<file path="src/inc/vlr_regs.svh">
// register offsets, field positions and defaults of the readback bank
`ifndef VLR_REGS_SVH
`define VLR_REGS_SVH

// ----------------------------------------
// register offsets (serial subaddress)
// ----------------------------------------
`define VLR_OFS_EDTV_THREE 8'h95
`define VLR_OFS_COPY_ONE 8'h96
`define VLR_OFS_COPY_TWO 8'h97
`define VLR_OFS_COPY_THREE 8'h98
`define VLR_OFS_CAPTION_ONE 8'h99
`define VLR_OFS_CAPTION_TWO 8'h9A
`define VLR_OFS_LB_TOP 8'h9B
`define VLR_OFS_LB_SUBTITLE 8'h9C
`define VLR_OFS_LB_BOTTOM 8'h9D

// ----------------------------------------
// field layout and defaults
// ----------------------------------------
`define VLR_EDTV_KEEP_W 5
`define VLR_UNMAPPED_DATA 8'h00
`define VLR_DATA_RESET 8'h00
// arbitrary slave address
`define VLR_DEV_ADDR 7'h20
`define VLR_ACTIVE_LINES 240
`define VLR_SUBADDR_RESET 8'h00

`endif

</file>
<file path="src/inc/vlr_pkg.sv">
// types shared by the readback bank
package vlr_pkg;

  typedef struct packed {
    logic parityOne;
    logic [6:0] charOne;
    logic parityTwo;
    logic [6:0] charTwo;
  } vlr_caption_t;

  typedef struct packed {
    logic [7:0] byteOne;
    logic [7:0] byteTwo;
    logic [7:0] byteThree;
  } vlr_copy_mgmt_t;

  typedef enum logic [2:0] {
    VLR_CNT_LEADING = 3'b001,
    VLR_CNT_TRAILING = 3'b010,
    VLR_CNT_TOTAL = 3'b100
  } vlr_count_mode_t;

  typedef enum logic [6:0] {
    VLR_SL_IDLE = 7'b0000001,
    VLR_SL_RX_ADDR = 7'b0000010,
    VLR_SL_RX_SUB = 7'b0000100,
    VLR_SL_RX_DATA = 7'b0001000,
    VLR_SL_ACK = 7'b0010000,
    VLR_SL_TX_DATA = 7'b0100000,
    VLR_SL_TX_ACK = 7'b1000000
  } vlr_slave_state_t;

endpackage

</file>
<file path="src/verilog/vlr_letterbox_readback.sv">
// vbi data and letterbox status bank behind the serial control port
`timescale 1ns/1ps
`include "vlr_regs.svh"

module vlr_letterbox_readback #(
  parameter logic [6:0] DEV_ADDR = `VLR_DEV_ADDR,
  parameter int ACTIVE_LINES = `VLR_ACTIVE_LINES
) (
  input wire logic mclk,
  input wire logic rst,
  input wire logic sclIn,
  input wire logic sdaIn,
  output logic sdaOut,
  output logic sdaOe,
  input wire logic edtvThreeValid,
  input wire logic [7:0] edtvThreeData,
  input wire logic cgmsValid,
  input wire vlr_pkg::vlr_copy_mgmt_t cgmsData,
  input wire logic cgmsCrcOk,
  input wire logic crcEnable,
  input wire logic ccapValid,
  input wire vlr_pkg::vlr_caption_t ccapData,
  input wire logic fieldStart,
  input wire logic fieldEnd,
  input wire logic lineStrobe,
  input wire logic lineBlack,
  input wire logic subtitleDetected,
  output logic captionDetectedFlag,
  output logic copyMgmtDetectedFlag
);

  localparam logic [9:0] HALF_LINE = 10'(ACTIVE_LINES / 2);

  generate
    if (ACTIVE_LINES < 2 || ACTIVE_LINES > 1023) begin : g_bad_lines
      $error("vlr_letterbox_readback: ACTIVE_LINES out of range");
    end
  endgenerate

  // ----------------------------------------
  // vbi data capture
  // ----------------------------------------
  logic [`VLR_EDTV_KEEP_W-1:0] edtvThree_r, edtvThree_nxt;
  vlr_pkg::vlr_copy_mgmt_t copyMgmt_r, copyMgmt_nxt;
  vlr_pkg::vlr_caption_t caption_r, caption_nxt;
  logic capFlag_r, capFlag_nxt, capSeen_r, capSeen_nxt;
  logic copyFlag_r, copyFlag_nxt, copySeen_r, copySeen_nxt;
  logic copyAccept;

  assign copyAccept = cgmsValid && (!crcEnable || cgmsCrcOk);

  always_comb begin
    edtvThree_nxt = edtvThree_r;
    copyMgmt_nxt = copyMgmt_r;
    caption_nxt = caption_r;
    if (edtvThreeValid) begin
      edtvThree_nxt = edtvThreeData[`VLR_EDTV_KEEP_W-1:0];
    end
    if (cgmsValid) begin
      copyMgmt_nxt = cgmsData;
    end
    if (ccapValid) begin
      caption_nxt = ccapData;
    end
    capSeen_nxt = ccapValid || (capSeen_r && !fieldEnd);
    capFlag_nxt = capFlag_r;
    if (ccapValid) begin
      capFlag_nxt = 1'b1;
    end else if (fieldEnd && !capSeen_r) begin
      capFlag_nxt = 1'b0;
    end
    copySeen_nxt = copyAccept || (copySeen_r && !fieldEnd);
    copyFlag_nxt = copyFlag_r;
    if (copyAccept) begin
      copyFlag_nxt = 1'b1;
    end else if (fieldEnd && !copySeen_r) begin
      copyFlag_nxt = 1'b0;
    end
  end

  always_ff @(posedge mclk) begin
    if (rst) begin
      edtvThree_r <= '0;
      copyMgmt_r <= '0;
      caption_r <= '0;
      capFlag_r <= 1'b0;
      capSeen_r <= 1'b0;
      copyFlag_r <= 1'b0;
      copySeen_r <= 1'b0;
    end else begin
      edtvThree_r <= edtvThree_nxt;
      copyMgmt_r <= copyMgmt_nxt;
      caption_r <= caption_nxt;
      capFlag_r <= capFlag_nxt;
      capSeen_r <= capSeen_nxt;
      copyFlag_r <= copyFlag_nxt;
      copySeen_r <= copySeen_nxt;
    end
  end

  assign captionDetectedFlag = capFlag_r;
  assign copyMgmtDetectedFlag = copyFlag_r;

  // ----------------------------------------
  // letterbox measurement
  // ----------------------------------------
  logic [9:0] lineIdx_r, lineIdx_nxt;
  logic lowerHalf;
  logic [7:0] topCnt, subCnt, botCnt;
  logic [7:0] topCount_r, topCount_nxt;
  logic [7:0] subCount_r, subCount_nxt;
  logic [7:0] botCount_r, botCount_nxt;

  assign lowerHalf = lineIdx_r >= HALF_LINE;

  // start of field clears, end of field latches
  vlr_line_counter #(.WIDTH(8)) u_top (
    .mclk(mclk),
    .rst(rst),
    .clr(fieldStart),
    .step(lineStrobe),
    .black(lineBlack),
    .mode(vlr_pkg::VLR_CNT_LEADING),
    .count(topCnt)
  );

  vlr_line_counter #(.WIDTH(8)) u_subtitle (
    .mclk(mclk),
    .rst(rst),
    .clr(fieldStart),
    .step(lineStrobe && lowerHalf),
    .black(lineBlack),
    .mode(vlr_pkg::VLR_CNT_TOTAL),
    .count(subCnt)
  );

  vlr_line_counter #(.WIDTH(8)) u_bottom (
    .mclk(mclk),
    .rst(rst),
    .clr(fieldStart),
    .step(lineStrobe),
    .black(lineBlack),
    .mode(vlr_pkg::VLR_CNT_TRAILING),
    .count(botCnt)
  );

  always_comb begin
    lineIdx_nxt = lineIdx_r;
    if (fieldStart) begin
      lineIdx_nxt = 10'h000;
    end else if (lineStrobe && lineIdx_r != 10'h3FF) begin
      lineIdx_nxt = lineIdx_r + 10'h001;
    end
    topCount_nxt = topCount_r;
    subCount_nxt = subCount_r;
    botCount_nxt = botCount_r;
    // picture content only, no vbi input involved
    if (fieldEnd) begin
      topCount_nxt = topCnt;
      subCount_nxt = subtitleDetected ? subCnt : 8'h00;
      botCount_nxt = botCnt;
    end
  end

  always_ff @(posedge mclk) begin
    if (rst) begin
      lineIdx_r <= 10'h000;
      topCount_r <= `VLR_DATA_RESET;
      subCount_r <= `VLR_DATA_RESET;
      botCount_r <= `VLR_DATA_RESET;
    end else begin
      lineIdx_r <= lineIdx_nxt;
      topCount_r <= topCount_nxt;
      subCount_r <= subCount_nxt;
      botCount_r <= botCount_nxt;
    end
  end

  // ----------------------------------------
  // register read side
  // ----------------------------------------
  logic [7:0] rdAddr;
  logic [7:0] rdData;

  // pure mux, reads have no side effect
  always_comb begin
    case (rdAddr)
      `VLR_OFS_EDTV_THREE: rdData = {{(8-`VLR_EDTV_KEEP_W){1'b0}}, edtvThree_r};
      `VLR_OFS_COPY_ONE: rdData = copyMgmt_r.byteOne;
      `VLR_OFS_COPY_TWO: rdData = copyMgmt_r.byteTwo;
      `VLR_OFS_COPY_THREE: rdData = copyMgmt_r.byteThree;
      `VLR_OFS_CAPTION_ONE: rdData = {caption_r.parityOne, caption_r.charOne};
      `VLR_OFS_CAPTION_TWO: rdData = {caption_r.parityTwo, caption_r.charTwo};
      `VLR_OFS_LB_TOP: rdData = topCount_r;
      `VLR_OFS_LB_SUBTITLE: rdData = subCount_r;
      `VLR_OFS_LB_BOTTOM: rdData = botCount_r;
      default: rdData = `VLR_UNMAPPED_DATA;
    endcase
  end

  vlr_serial_slave #(.DEV_ADDR(DEV_ADDR)) u_port (
    .mclk(mclk),
    .rst(rst),
    .sclIn(sclIn),
    .sdaIn(sdaIn),
    .rdData(rdData),
    .rdAddr(rdAddr),
    .sdaOut(sdaOut),
    .sdaOe(sdaOe)
  );

  // ----------------------------------------
  // checks
  // ----------------------------------------
  property p_edtv_high_zero;
    @(posedge mclk) disable iff (rst) rdAddr == `VLR_OFS_EDTV_THREE |-> rdData[7:5] == 3'h0;
  endproperty
  a_edtv_high_zero: assert property (p_edtv_high_zero) else $error("edtv reserved bits not zero");

  property p_caption_one;
    @(posedge mclk) disable iff (rst)
      ccapValid |=> {caption_r.parityOne, caption_r.charOne} == $past(ccapData[15:8]);
  endproperty
  a_caption_one: assert property (p_caption_one) else $error("caption one layout wrong");

  property p_caption_two;
    @(posedge mclk) disable iff (rst) ccapValid |=> caption_r.parityTwo == $past(ccapData.parityTwo);
  endproperty
  a_caption_two: assert property (p_caption_two) else $error("caption two parity wrong");

  property p_top_latch;
    @(posedge mclk) disable iff (rst) fieldEnd |=> topCount_r == $past(topCnt);
  endproperty
  a_top_latch: assert property (p_top_latch) else $error("top count not latched");

  property p_sub_zero;
    @(posedge mclk) disable iff (rst) fieldEnd && !subtitleDetected |=> subCount_r == 8'h00;
  endproperty
  a_sub_zero: assert property (p_sub_zero) else $error("subtitle count without subtitles");

  property p_bot_latch;
    @(posedge mclk) disable iff (rst) fieldEnd |=> botCount_r == $past(botCnt);
  endproperty
  a_bot_latch: assert property (p_bot_latch) else $error("bottom count not latched");

  property p_cap_flag;
    @(posedge mclk) disable iff (rst) ccapValid |=> captionDetectedFlag ##1 (captionDetectedFlag || capSeen_r == 1'b0);
  endproperty
  a_cap_flag: assert property (p_cap_flag) else $error("caption flag not set");

  property p_crc_gate;
    @(posedge mclk) disable iff (rst)
      !copyFlag_r && cgmsValid && crcEnable && !cgmsCrcOk |=> !copyMgmtDetectedFlag;
  endproperty
  a_crc_gate: assert property (p_crc_gate) else $error("flag set on bad checksum");

  property p_hold_counts;
    @(posedge mclk) disable iff (rst)
      !fieldEnd |=> $stable(botCount_r) && $stable(topCount_r) && $stable(subCount_r);
  endproperty
  a_hold_counts: assert property (p_hold_counts) else $error("count changed outside field end");

endmodule

</file>
<file path="src/verilog/vlr_line_counter.sv">
// saturating black line counter with leading, trailing and total modes
`timescale 1ns/1ps
`include "vlr_regs.svh"

module vlr_line_counter #(
  parameter int WIDTH = 8
) (
  input wire logic mclk,
  input wire logic rst,
  input wire logic clr,
  input wire logic step,
  input wire logic black,
  input wire vlr_pkg::vlr_count_mode_t mode,
  output logic [WIDTH-1:0] count
);

  generate
    if (WIDTH < 1 || WIDTH > 16) begin : g_bad_width
      $error("vlr_line_counter: WIDTH out of range");
    end
  endgenerate

  logic [WIDTH-1:0] count_r;
  logic [WIDTH-1:0] count_nxt;
  logic broken_r;
  logic broken_nxt;
  logic sat;

  assign sat = &count_r;
  assign count = count_r;

  always_comb begin
    count_nxt = count_r;
    broken_nxt = broken_r;
    if (clr) begin
      count_nxt = '0;
      broken_nxt = 1'b0;
    end else if (step) begin
      unique case (mode)
        vlr_pkg::VLR_CNT_LEADING: begin
          // run from field start stops at the first picture line
          if (broken_r || !black) begin
            broken_nxt = 1'b1;
          end else if (!sat) begin
            count_nxt = count_r + 1'b1;
          end
        end
        vlr_pkg::VLR_CNT_TRAILING: begin
          if (!black) begin
            count_nxt = '0;
          end else if (!sat) begin
            count_nxt = count_r + 1'b1;
          end
        end
        vlr_pkg::VLR_CNT_TOTAL: begin
          if (black && !sat) begin
            count_nxt = count_r + 1'b1;
          end
        end
      endcase
    end
  end

  always_ff @(posedge mclk) begin
    if (rst) begin
      count_r <= '0;
      broken_r <= 1'b0;
    end else begin
      count_r <= count_nxt;
      broken_r <= broken_nxt;
    end
  end

  property p_clear_count;
    @(posedge mclk) disable iff (rst) clr |=> count_r == '0;
  endproperty
  a_clear_count: assert property (p_clear_count) else $error("count not cleared at field start");

endmodule

</file>
<file path="src/verilog/vlr_serial_slave.sv">
// two-wire serial read port with auto-incrementing subaddress
`timescale 1ns/1ps
`include "vlr_regs.svh"

module vlr_serial_slave #(
  parameter logic [6:0] DEV_ADDR = `VLR_DEV_ADDR
) (
  input wire logic mclk,
  input wire logic rst,
  input wire logic sclIn,
  input wire logic sdaIn,
  input wire logic [7:0] rdData,
  output logic [7:0] rdAddr,
  output logic sdaOut,
  output logic sdaOe
);

  vlr_pkg::vlr_slave_state_t state_r, state_nxt, after_r, after_nxt;
  logic sclP_r, sdaP_r;
  logic [3:0] cnt_r, cnt_nxt;
  logic [7:0] shift_r, shift_nxt, sub_r, sub_nxt;
  logic oe_r, oe_nxt, mack_r, mack_nxt;
  logic start, stop, rise, fall;

  assign start = sclIn && sclP_r && sdaP_r && !sdaIn;
  assign stop = sclIn && sclP_r && !sdaP_r && sdaIn;
  assign rise = sclIn && !sclP_r;
  assign fall = !sclIn && sclP_r;
  assign rdAddr = sub_r;
  assign sdaOe = oe_r;
  // open drain: only ever pulls low
  assign sdaOut = 1'b0;

  always_comb begin
    state_nxt = state_r;
    after_nxt = after_r;
    cnt_nxt = cnt_r;
    shift_nxt = shift_r;
    sub_nxt = sub_r;
    oe_nxt = oe_r;
    mack_nxt = mack_r;
    if (stop) begin
      state_nxt = vlr_pkg::VLR_SL_IDLE;
      oe_nxt = 1'b0;
    end else if (start) begin
      state_nxt = vlr_pkg::VLR_SL_RX_ADDR;
      cnt_nxt = 4'h0;
      oe_nxt = 1'b0;
    end else begin
      unique case (state_r)
        vlr_pkg::VLR_SL_IDLE: begin
        end
        vlr_pkg::VLR_SL_RX_ADDR, vlr_pkg::VLR_SL_RX_SUB, vlr_pkg::VLR_SL_RX_DATA: begin
          if (rise) begin
            shift_nxt = {shift_r[6:0], sdaIn};
            cnt_nxt = cnt_r + 4'h1;
          end else if (fall && cnt_r == 4'h8) begin
            cnt_nxt = 4'h0;
            oe_nxt = 1'b1;
            state_nxt = vlr_pkg::VLR_SL_ACK;
            if (state_r == vlr_pkg::VLR_SL_RX_ADDR) begin
              if (shift_r[7:1] != DEV_ADDR) begin
                oe_nxt = 1'b0;
                state_nxt = vlr_pkg::VLR_SL_IDLE;
              end else begin
                after_nxt = shift_r[0] ? vlr_pkg::VLR_SL_TX_DATA : vlr_pkg::VLR_SL_RX_SUB;
              end
            end else if (state_r == vlr_pkg::VLR_SL_RX_SUB) begin
              sub_nxt = shift_r;
              after_nxt = vlr_pkg::VLR_SL_RX_DATA;
            end else begin
              // bank is read-only: written bytes are acked and dropped
              sub_nxt = sub_r + 8'h01;
              after_nxt = vlr_pkg::VLR_SL_RX_DATA;
            end
          end
        end
        vlr_pkg::VLR_SL_ACK: begin
          if (fall) begin
            oe_nxt = 1'b0;
            cnt_nxt = 4'h0;
            state_nxt = after_r;
            if (after_r == vlr_pkg::VLR_SL_TX_DATA) begin
              shift_nxt = rdData;
              oe_nxt = ~rdData[7];
              sub_nxt = sub_r + 8'h01;
            end
          end
        end
        vlr_pkg::VLR_SL_TX_DATA: begin
          if (fall) begin
            if (cnt_r == 4'h7) begin
              oe_nxt = 1'b0;
              state_nxt = vlr_pkg::VLR_SL_TX_ACK;
            end else begin
              shift_nxt = {shift_r[6:0], 1'b0};
              oe_nxt = ~shift_r[6];
              cnt_nxt = cnt_r + 4'h1;
            end
          end
        end
        vlr_pkg::VLR_SL_TX_ACK: begin
          if (rise) begin
            mack_nxt = !sdaIn;
          end else if (fall) begin
            if (mack_r) begin
              shift_nxt = rdData;
              oe_nxt = ~rdData[7];
              sub_nxt = sub_r + 8'h01;
              cnt_nxt = 4'h0;
              state_nxt = vlr_pkg::VLR_SL_TX_DATA;
            end else begin
              state_nxt = vlr_pkg::VLR_SL_IDLE;
            end
          end
        end
      endcase
    end
  end

  always_ff @(posedge mclk) begin
    if (rst) begin
      state_r <= vlr_pkg::VLR_SL_IDLE;
      after_r <= vlr_pkg::VLR_SL_IDLE;
      sclP_r <= 1'b1;
      sdaP_r <= 1'b1;
      cnt_r <= 4'h0;
      shift_r <= 8'h00;
      sub_r <= `VLR_SUBADDR_RESET;
      oe_r <= 1'b0;
      mack_r <= 1'b0;
    end else begin
      state_r <= state_nxt;
      after_r <= after_nxt;
      sclP_r <= sclIn;
      sdaP_r <= sdaIn;
      cnt_r <= cnt_nxt;
      shift_r <= shift_nxt;
      sub_r <= sub_nxt;
      oe_r <= oe_nxt;
      mack_r <= mack_nxt;
    end
  end

endmodule

</file>
<file path="config.mk">
export PLATFORM = sky130hd
export DESIGN_NAME = vlr_letterbox_readback
export DESIGN_NICKNAME = d
export VERILOG_FILES = /design/src/inc/vlr_pkg.sv /design/src/verilog/vlr_letterbox_readback.sv /design/src/verilog/vlr_line_counter.sv /design/src/verilog/vlr_serial_slave.sv
export VERILOG_INCLUDE_DIRS = /design/src /design/src/inc
export SDC_FILE = /design/constraint.sdc
export NUM_CORES = 1
export LEC_CHECK = 0
export BUFFER_PORTS_ARGS = -buffer_cell sky130_fd_sc_hd__buf_4
export CAP_MARGIN = 20
export CORE_MARGIN = 8
export CORE_UTILIZATION = 30
export DETAILED_ROUTE_END_ITERATION = 8
export PLACE_DENSITY_LB_ADDON = 0.2
export SLEW_MARGIN = 10
export SYNTH_ARGS = -nofsm -noshare
export SYNTH_HDL_FRONTEND = slang
export SYNTH_SLANG_ARGS = --single-unit
export TNS_END_PERCENT = 50
</file>
<file path="constraint.sdc">
create_clock -name mclk -period 3.4 [get_ports mclk]
set_clock_uncertainty 0.05 [all_clocks]
set_input_delay 0.85 -clock mclk [delete_from_list [all_inputs] [get_ports mclk]]
set_output_delay 0.85 -clock mclk [all_outputs]
set_load 0.02 [all_outputs]
</file>
Yosys cells after proc, flatten, opt, wreduce, memory -nomap -nowiden
Index checks and enable logic that the tools add are counted.

Add/subtract/negate cells: 6. Order comparisons: 1. Eq/ne operators: 44. Multiplexer cells: 64. Bitwise gates (word level): 7. Reductions and logical operators: 54.

Operators by type and width (count): $mux W8 (20); $eq A8 B8 Y1 const B (9); $pmux W8 S9 (1); $mux W7 (10); $reduce_and A8 Y1 (6); $mux W4 (9); $add A8 B1 Y8 const B (4); $pmux W8 S4 (1); $pmux W7 S4 (1); $pmux W8 S3 (1); $reduce_and A11 Y1 (2); $ne A3 B1 Y1 const B (6); $logic_and A1 B1 Y1 (16); $ne A2 B1 Y1 const B (8); $pmux W4 S4 (1); $mux W1 (15); $eq A7 B6 Y1 const B (2); $mux W6 (2); $ne A2 B2 Y1 const B (6); $add A10 B1 Y10 const B (1); $ge A10 B7 Y1 const B (1); $logic_not A1 Y1 (10); $ne A10 B10 Y1 const B (1); $ne A3 B2 Y1 const B (3); 26 further kinds (40).

Register bits after elaboration: 146. Input bits: 62. Logic and storage cells: 206.

Longest topological paths before layout
Depth after elaboration: 7. Mapped depth: 9. Depth with buffers taken out: 7.

Modules after synthesis
Synthesis repeated with hierarchy kept, for this count alone.

Cells, all modules: 881. Area, all modules: 7815.0 µm².

By module, submodules not included: vlr_letterbox_readback (instances 1, cells an instance 412, area an instance 3808.7 µm²); vlr_serial_slave (instances 1, cells an instance 256, area an instance 2114.5 µm²); vlr_line_counter (instances 3, cells an instance 71, area an instance 630.6 µm²).

Worst setup path before layout
Ideal clock, no wire load.

Kind: register -> register. Start point: register u_port.state_r[1]. End point: register u_port.sub_r[0], in the netlist u_port.rdAddr[0]. Setup time: 74 ps. Arrival time: 2369 ps. Data required time: 3276 ps. Slack: 907 ps. Stages on the path, launching flop included: 8. Period minus slack after synthesis: 2493 ps. Cells stage by stage: dfxtp_1 -> buf_6 -> or4_1 -> buf_2 -> or3_1 -> a211o_1 -> or4_1 -> a31oi_1.

Longest elaborated chain between the ends: 6. Elaborated cells between the ends (all ways): 21. Those cells by class: eq/ne: 13; mux: 5; reduce/logical: 3.

Ends and longest elaborated chain: from (decl) (line vlr_serial_slave.sv:18) `vlr_pkg::vlr_slave_state_t state_r, state_nxt, after_r, after_nxt;`; from (signal assigned) (line vlr_serial_slave.sv:123) `state_r <= vlr_pkg::VLR_SL_IDLE;`; from (signal assigned) (line vlr_serial_slave.sv:133) `state_r <= state_nxt;`; $eq A7 B3 Y1 (line vlr_serial_slave.sv:50, vlr_serial_slave.sv:68); $mux W8 (line vlr_serial_slave.sv:68) `end else if (state_r == vlr_pkg::VLR_SL_RX_SUB) begin`; $mux W8 (line vlr_serial_slave.sv:61) `if (state_r == vlr_pkg::VLR_SL_RX_ADDR) begin`; $mux W8 (line vlr_serial_slave.sv:57) `end else if (fall && cnt_r == 4'h8) begin`; $mux W8 (line vlr_serial_slave.sv:54) `if (rise) begin`; $pmux W8 S3 (line vlr_serial_slave.sv:50) `unique case (state_r)`; to (signal assigned) (line vlr_serial_slave.sv:129) `` sub_r <= `VLR_SUBADDR_RESET; ``; to (signal assigned) (line vlr_serial_slave.sv:139) `sub_r <= sub_nxt;`; to (decl) (line vlr_serial_slave.sv:21) `logic [7:0] shift_r, shift_nxt, sub_r, sub_nxt;`.

Parallel ways exist; a longest one is shown, timed or not. The select of a mux whose other input is x is not followed. A chain may end at the register's enable or synchronous reset.

Worst setup path after layout
Start point: register u_port.state_r[0]. End point: register u_port.sub_r[0], in the netlist u_port.rdAddr[0].

Same word-level chain as after synthesis.

==> impl_metrics.tcl <==
set metrics [dict create \
    outcome "completed" \
    endpoint_kind "flop" \
    muxShareOfSynthArea 0.111 \
    coreArea_um2 22600 \
    syn_to_final_growth_pct 19.5 \
    synth_cell_types 68 \
    clkLatencyLatePin_ps 420 \
    grt-ovfl-total 0 \
    postCtsHoldBufs 0 \
    dpl-instance-area_um2 7620 \
    synth_edf_count 0 \
    cp-start-kind "flop" \
    first_iter_violations 438 \
    finalWorstSetupSlack_ps 746 \
    dp_hpwl_mm 13.6 \
    synth_nets 863 \
    cts_tree "done" \
    regToRegEndpoint "u_port.rdAddr[0]" \
    leakage_nw 3.10 \
    r2r_slack_ps 750 \
    relSlewSlack 0.454 \
    wl_per_cell_um 16.9 \
    drcViolationCount 0 \
    grt_antenna_before_repair 0 \
    synth_compound_area_frac 0.162 \
    die_area_um2 28000 \
    post_cts_resized 0 \
    power.share.switching 0.257 \
    cts_made_buffers 17 \
    ys_seq_area_frac 0.416 \
    final_area_um2 8220 \
    pwr_density_cell_nw_per_um2 471 \
    fillers 2371 \
    dpl_worst_slack_ps 763 \
    p_int_mw 2.87 \
    switchingPower_mw 0.997 \
    p_comb_frac 0.063 \
    cap_viol_max_count 0 \
    synth_warnings 0 \
    synth_ff_type "dfxtp_1" \
    grt_use_total 0.137 \
    worstHoldStart "copySeen_r" \
    r2r_start "u_port.state_r[0]" \
    final_nets 908 \
    pwr-share-seq 0.450 \
    min_path_type "reg2reg" \
    finalSetupViolCount 0 \
    worst-setup-path-type "reg2reg" \
    syn_inst 790 \
    rr_worst_depth 5 \
    synthSimpleGateAreaFrac 0.214 \
    hold_ws_ps 417 \
    fin_crit_sh 0.781 \
    grt_setup_unrepaired "no" \
    initial_core_util 0.305 \
    syn_area_um2 6880 \
    drive_above_1_share 0.146 \
    wl_mm 19.2 \
    cp_data_arrival_time_ps 2950 \
    ant_nets 0 \
    synth_top_family_by_area "simple AND/OR/NAND/NOR gates" \
    crit_path_max_fanout 9 \
    synthAdderAreaFrac 0.0200 \
    avgSynthCellArea_um2 8.71 \
    clkSlewWorstSetupHoldPaths_ps 70 \
    first_pass_iters 5 \
    holdPathStages 2 \
    final_max_slew_viol_count 0 \
    io_pins 66 \
    worst_pin_slew_ps 819 \
    clockBufferDepth 2 \
    post_cts_buffers 0 \
    dr_total_vias 5843 \
    gp_congestion 0.834 \
    synth_seq_cells 143 \
    numPortBuffers 61 \
    viasPerCell 5.16 \
    power.share.clock 0.487 \
    setup_tns_ps 0 \
    dieWidth_um 167 \
    hold_path_end "copySeen_r" \
    fmax_ghz 0.377 \
    grt_pass1_wl_mm 31.1 \
    num_rows 55 \
    hold_viol 0 \
    grt_max_degree 71 \
    synthXorXnorAreaFrac 0.0344 \
    clock-sinks 143 \
    dieHeight_um 167 \
    critPathRequiredTime_ps 3700 \
    vdd_drop_max_mv 0.202 \
    htree_levels 4 \
    cts-root-buf "clkbuf_16" \
    async_flop_share 0 \
    period_needed_ps 2650 \
    grt_pass1_vias 5700 \
    antenna_cells 0 \
]
==> critical path: stages (launching register included) <==
cell and delay [ps]:
dfxtp_1 370, or4_1 630, or3b_1 440, a211o_1 430, or4_1 500, a31oi_1 160
==> stage by stage <==
step / utilization / std cells / power [mW]
2_1_floorplan: - / 790 / 1.92
3_3_place_gp: 0.338 / 1101 / 2.02
3_5_place_dp: 0.338 / 1101 / 2.03
4_1_cts: 0.364 / 1133 / 3.93
5_1_grt: 0.364 / 1133 / 4.03
6_report: 0.364 / 1133 / 3.87
==> logic make-up after synthesis <==
logic type / Yosys count
compound gates: 159
buf+inv: 73
flops: 143
mux: 76
fa+ha+maj: 11
xor+xnor: 27
other cells: 1
simple gates: 300
==> placed cells by master (no fill, tap or decap), types with 17 or more instances in the layout <==
master       n
dfxtp_1    143
nor2_1     121
buf_4       77
mux2i_1     73
nand2_1     48
a21oi_1     35
nand3_1     30
o21ai_0     24
nor3_1      23
xnor2_1     22
inv_1       21
clkbuf_16   17
==> cell type report <==
cell class              count  area, µm²  share of cell area
repair buffers             78        598              0.0728
inverters                  21       78.8             0.00959
multi-input cells         574       3730               0.453
flip-flops and latches    143       2860               0.348
well taps                 285        357              0.0434
clock buffers              17        425              0.0518
clock inverters            15        170              0.0207
==> cell usage after synthesis (4+ instances only) <==
cell type  count  area share
nand4_1        9      0.0082
a211oi_1      10       0.011
and3_1         4      0.0036
nor3b_1        8      0.0087
or4_1          4      0.0044
o311ai_0       6      0.0076
inv_1         21       0.011
a22o_1         9       0.011
o21ai_0       24       0.017
a22oi_1       10       0.011
nand3b_1       5      0.0055
nor4_1        11       0.010
ha_1          11       0.020
nand2_1       48       0.026
a21o_1         4      0.0044
a222oi_1       5      0.0073
a221oi_1      11       0.014
xnor2_1       22       0.028
o31ai_1       10       0.011
a21oi_1       35       0.025
or3_1          8      0.0073
xor2_1         5      0.0064
a31oi_1        7      0.0064
nand3_1       30       0.022
clkbuf_1      44       0.024
dfxtp_1      143        0.42
nor2_1       121       0.066
nor3_1        23       0.017
mux2i_1       73        0.11
nor2b_1        6      0.0055
==> registers in the layout, indices dropped and copies added, names as in the netlist, 4 cells and up <==
register	flops
copyMgmt_r	24
caption_r	16
lineIdx_r	10
botCount_r	8
subCount_r	8
topCount_r	8
u_bottom.count	8
u_port.rdAddr	8
u_port.shift_r	8
u_subtitle.count	8
u_top.count	8
u_port.state_r	7
edtvThree_r	5
u_port.after_r	4
u_port.cnt_r	4
==> how the worst max path moves through the flow <==
stage	start	to	slack, ps	cells after the start
floorplan	u_port.state_r[1]	u_port.rdAddr[0]	910	7
global placement	u_port.state_r[0]	u_port.rdAddr[0]	770	5
detailed placement	u_port.state_r[0]	u_port.rdAddr[0]	760	5
CTS	u_port.state_r[0]	u_port.rdAddr[0]	760	5
global route	u_port.rdAddr[0]	u_port.shift_r[2]	620	7
finish	u_port.state_r[0]	u_port.rdAddr[0]	750	5
==> metal layers <==
metal  part of all wire  GRT usage  vias to the layer above  wire [µm]
li1                   -          -                     2955          -
met1               0.48      0.181                     2767       9220
met2               0.48      0.220                      104       9150
met3              0.030     0.0292                       17        576
met4              0.012     0.0419                        0        227
met5                  0          0                        -          0
==> power by group through the flow <==
stage / combinational (mW) / sequential, mW / clock, mW
global placement: 0.245 / 1.78 / 0
CTS: 0.247 / 1.74 / 1.94
finish: 0.243 / 1.74 / 1.89
global route: 0.266 / 1.75 / 2.02
floorplan: 0.147 / 1.77 / 0
detailed placement: 0.245 / 1.78 / 0
No activity file was read; power rests on OpenSTA's default activity.
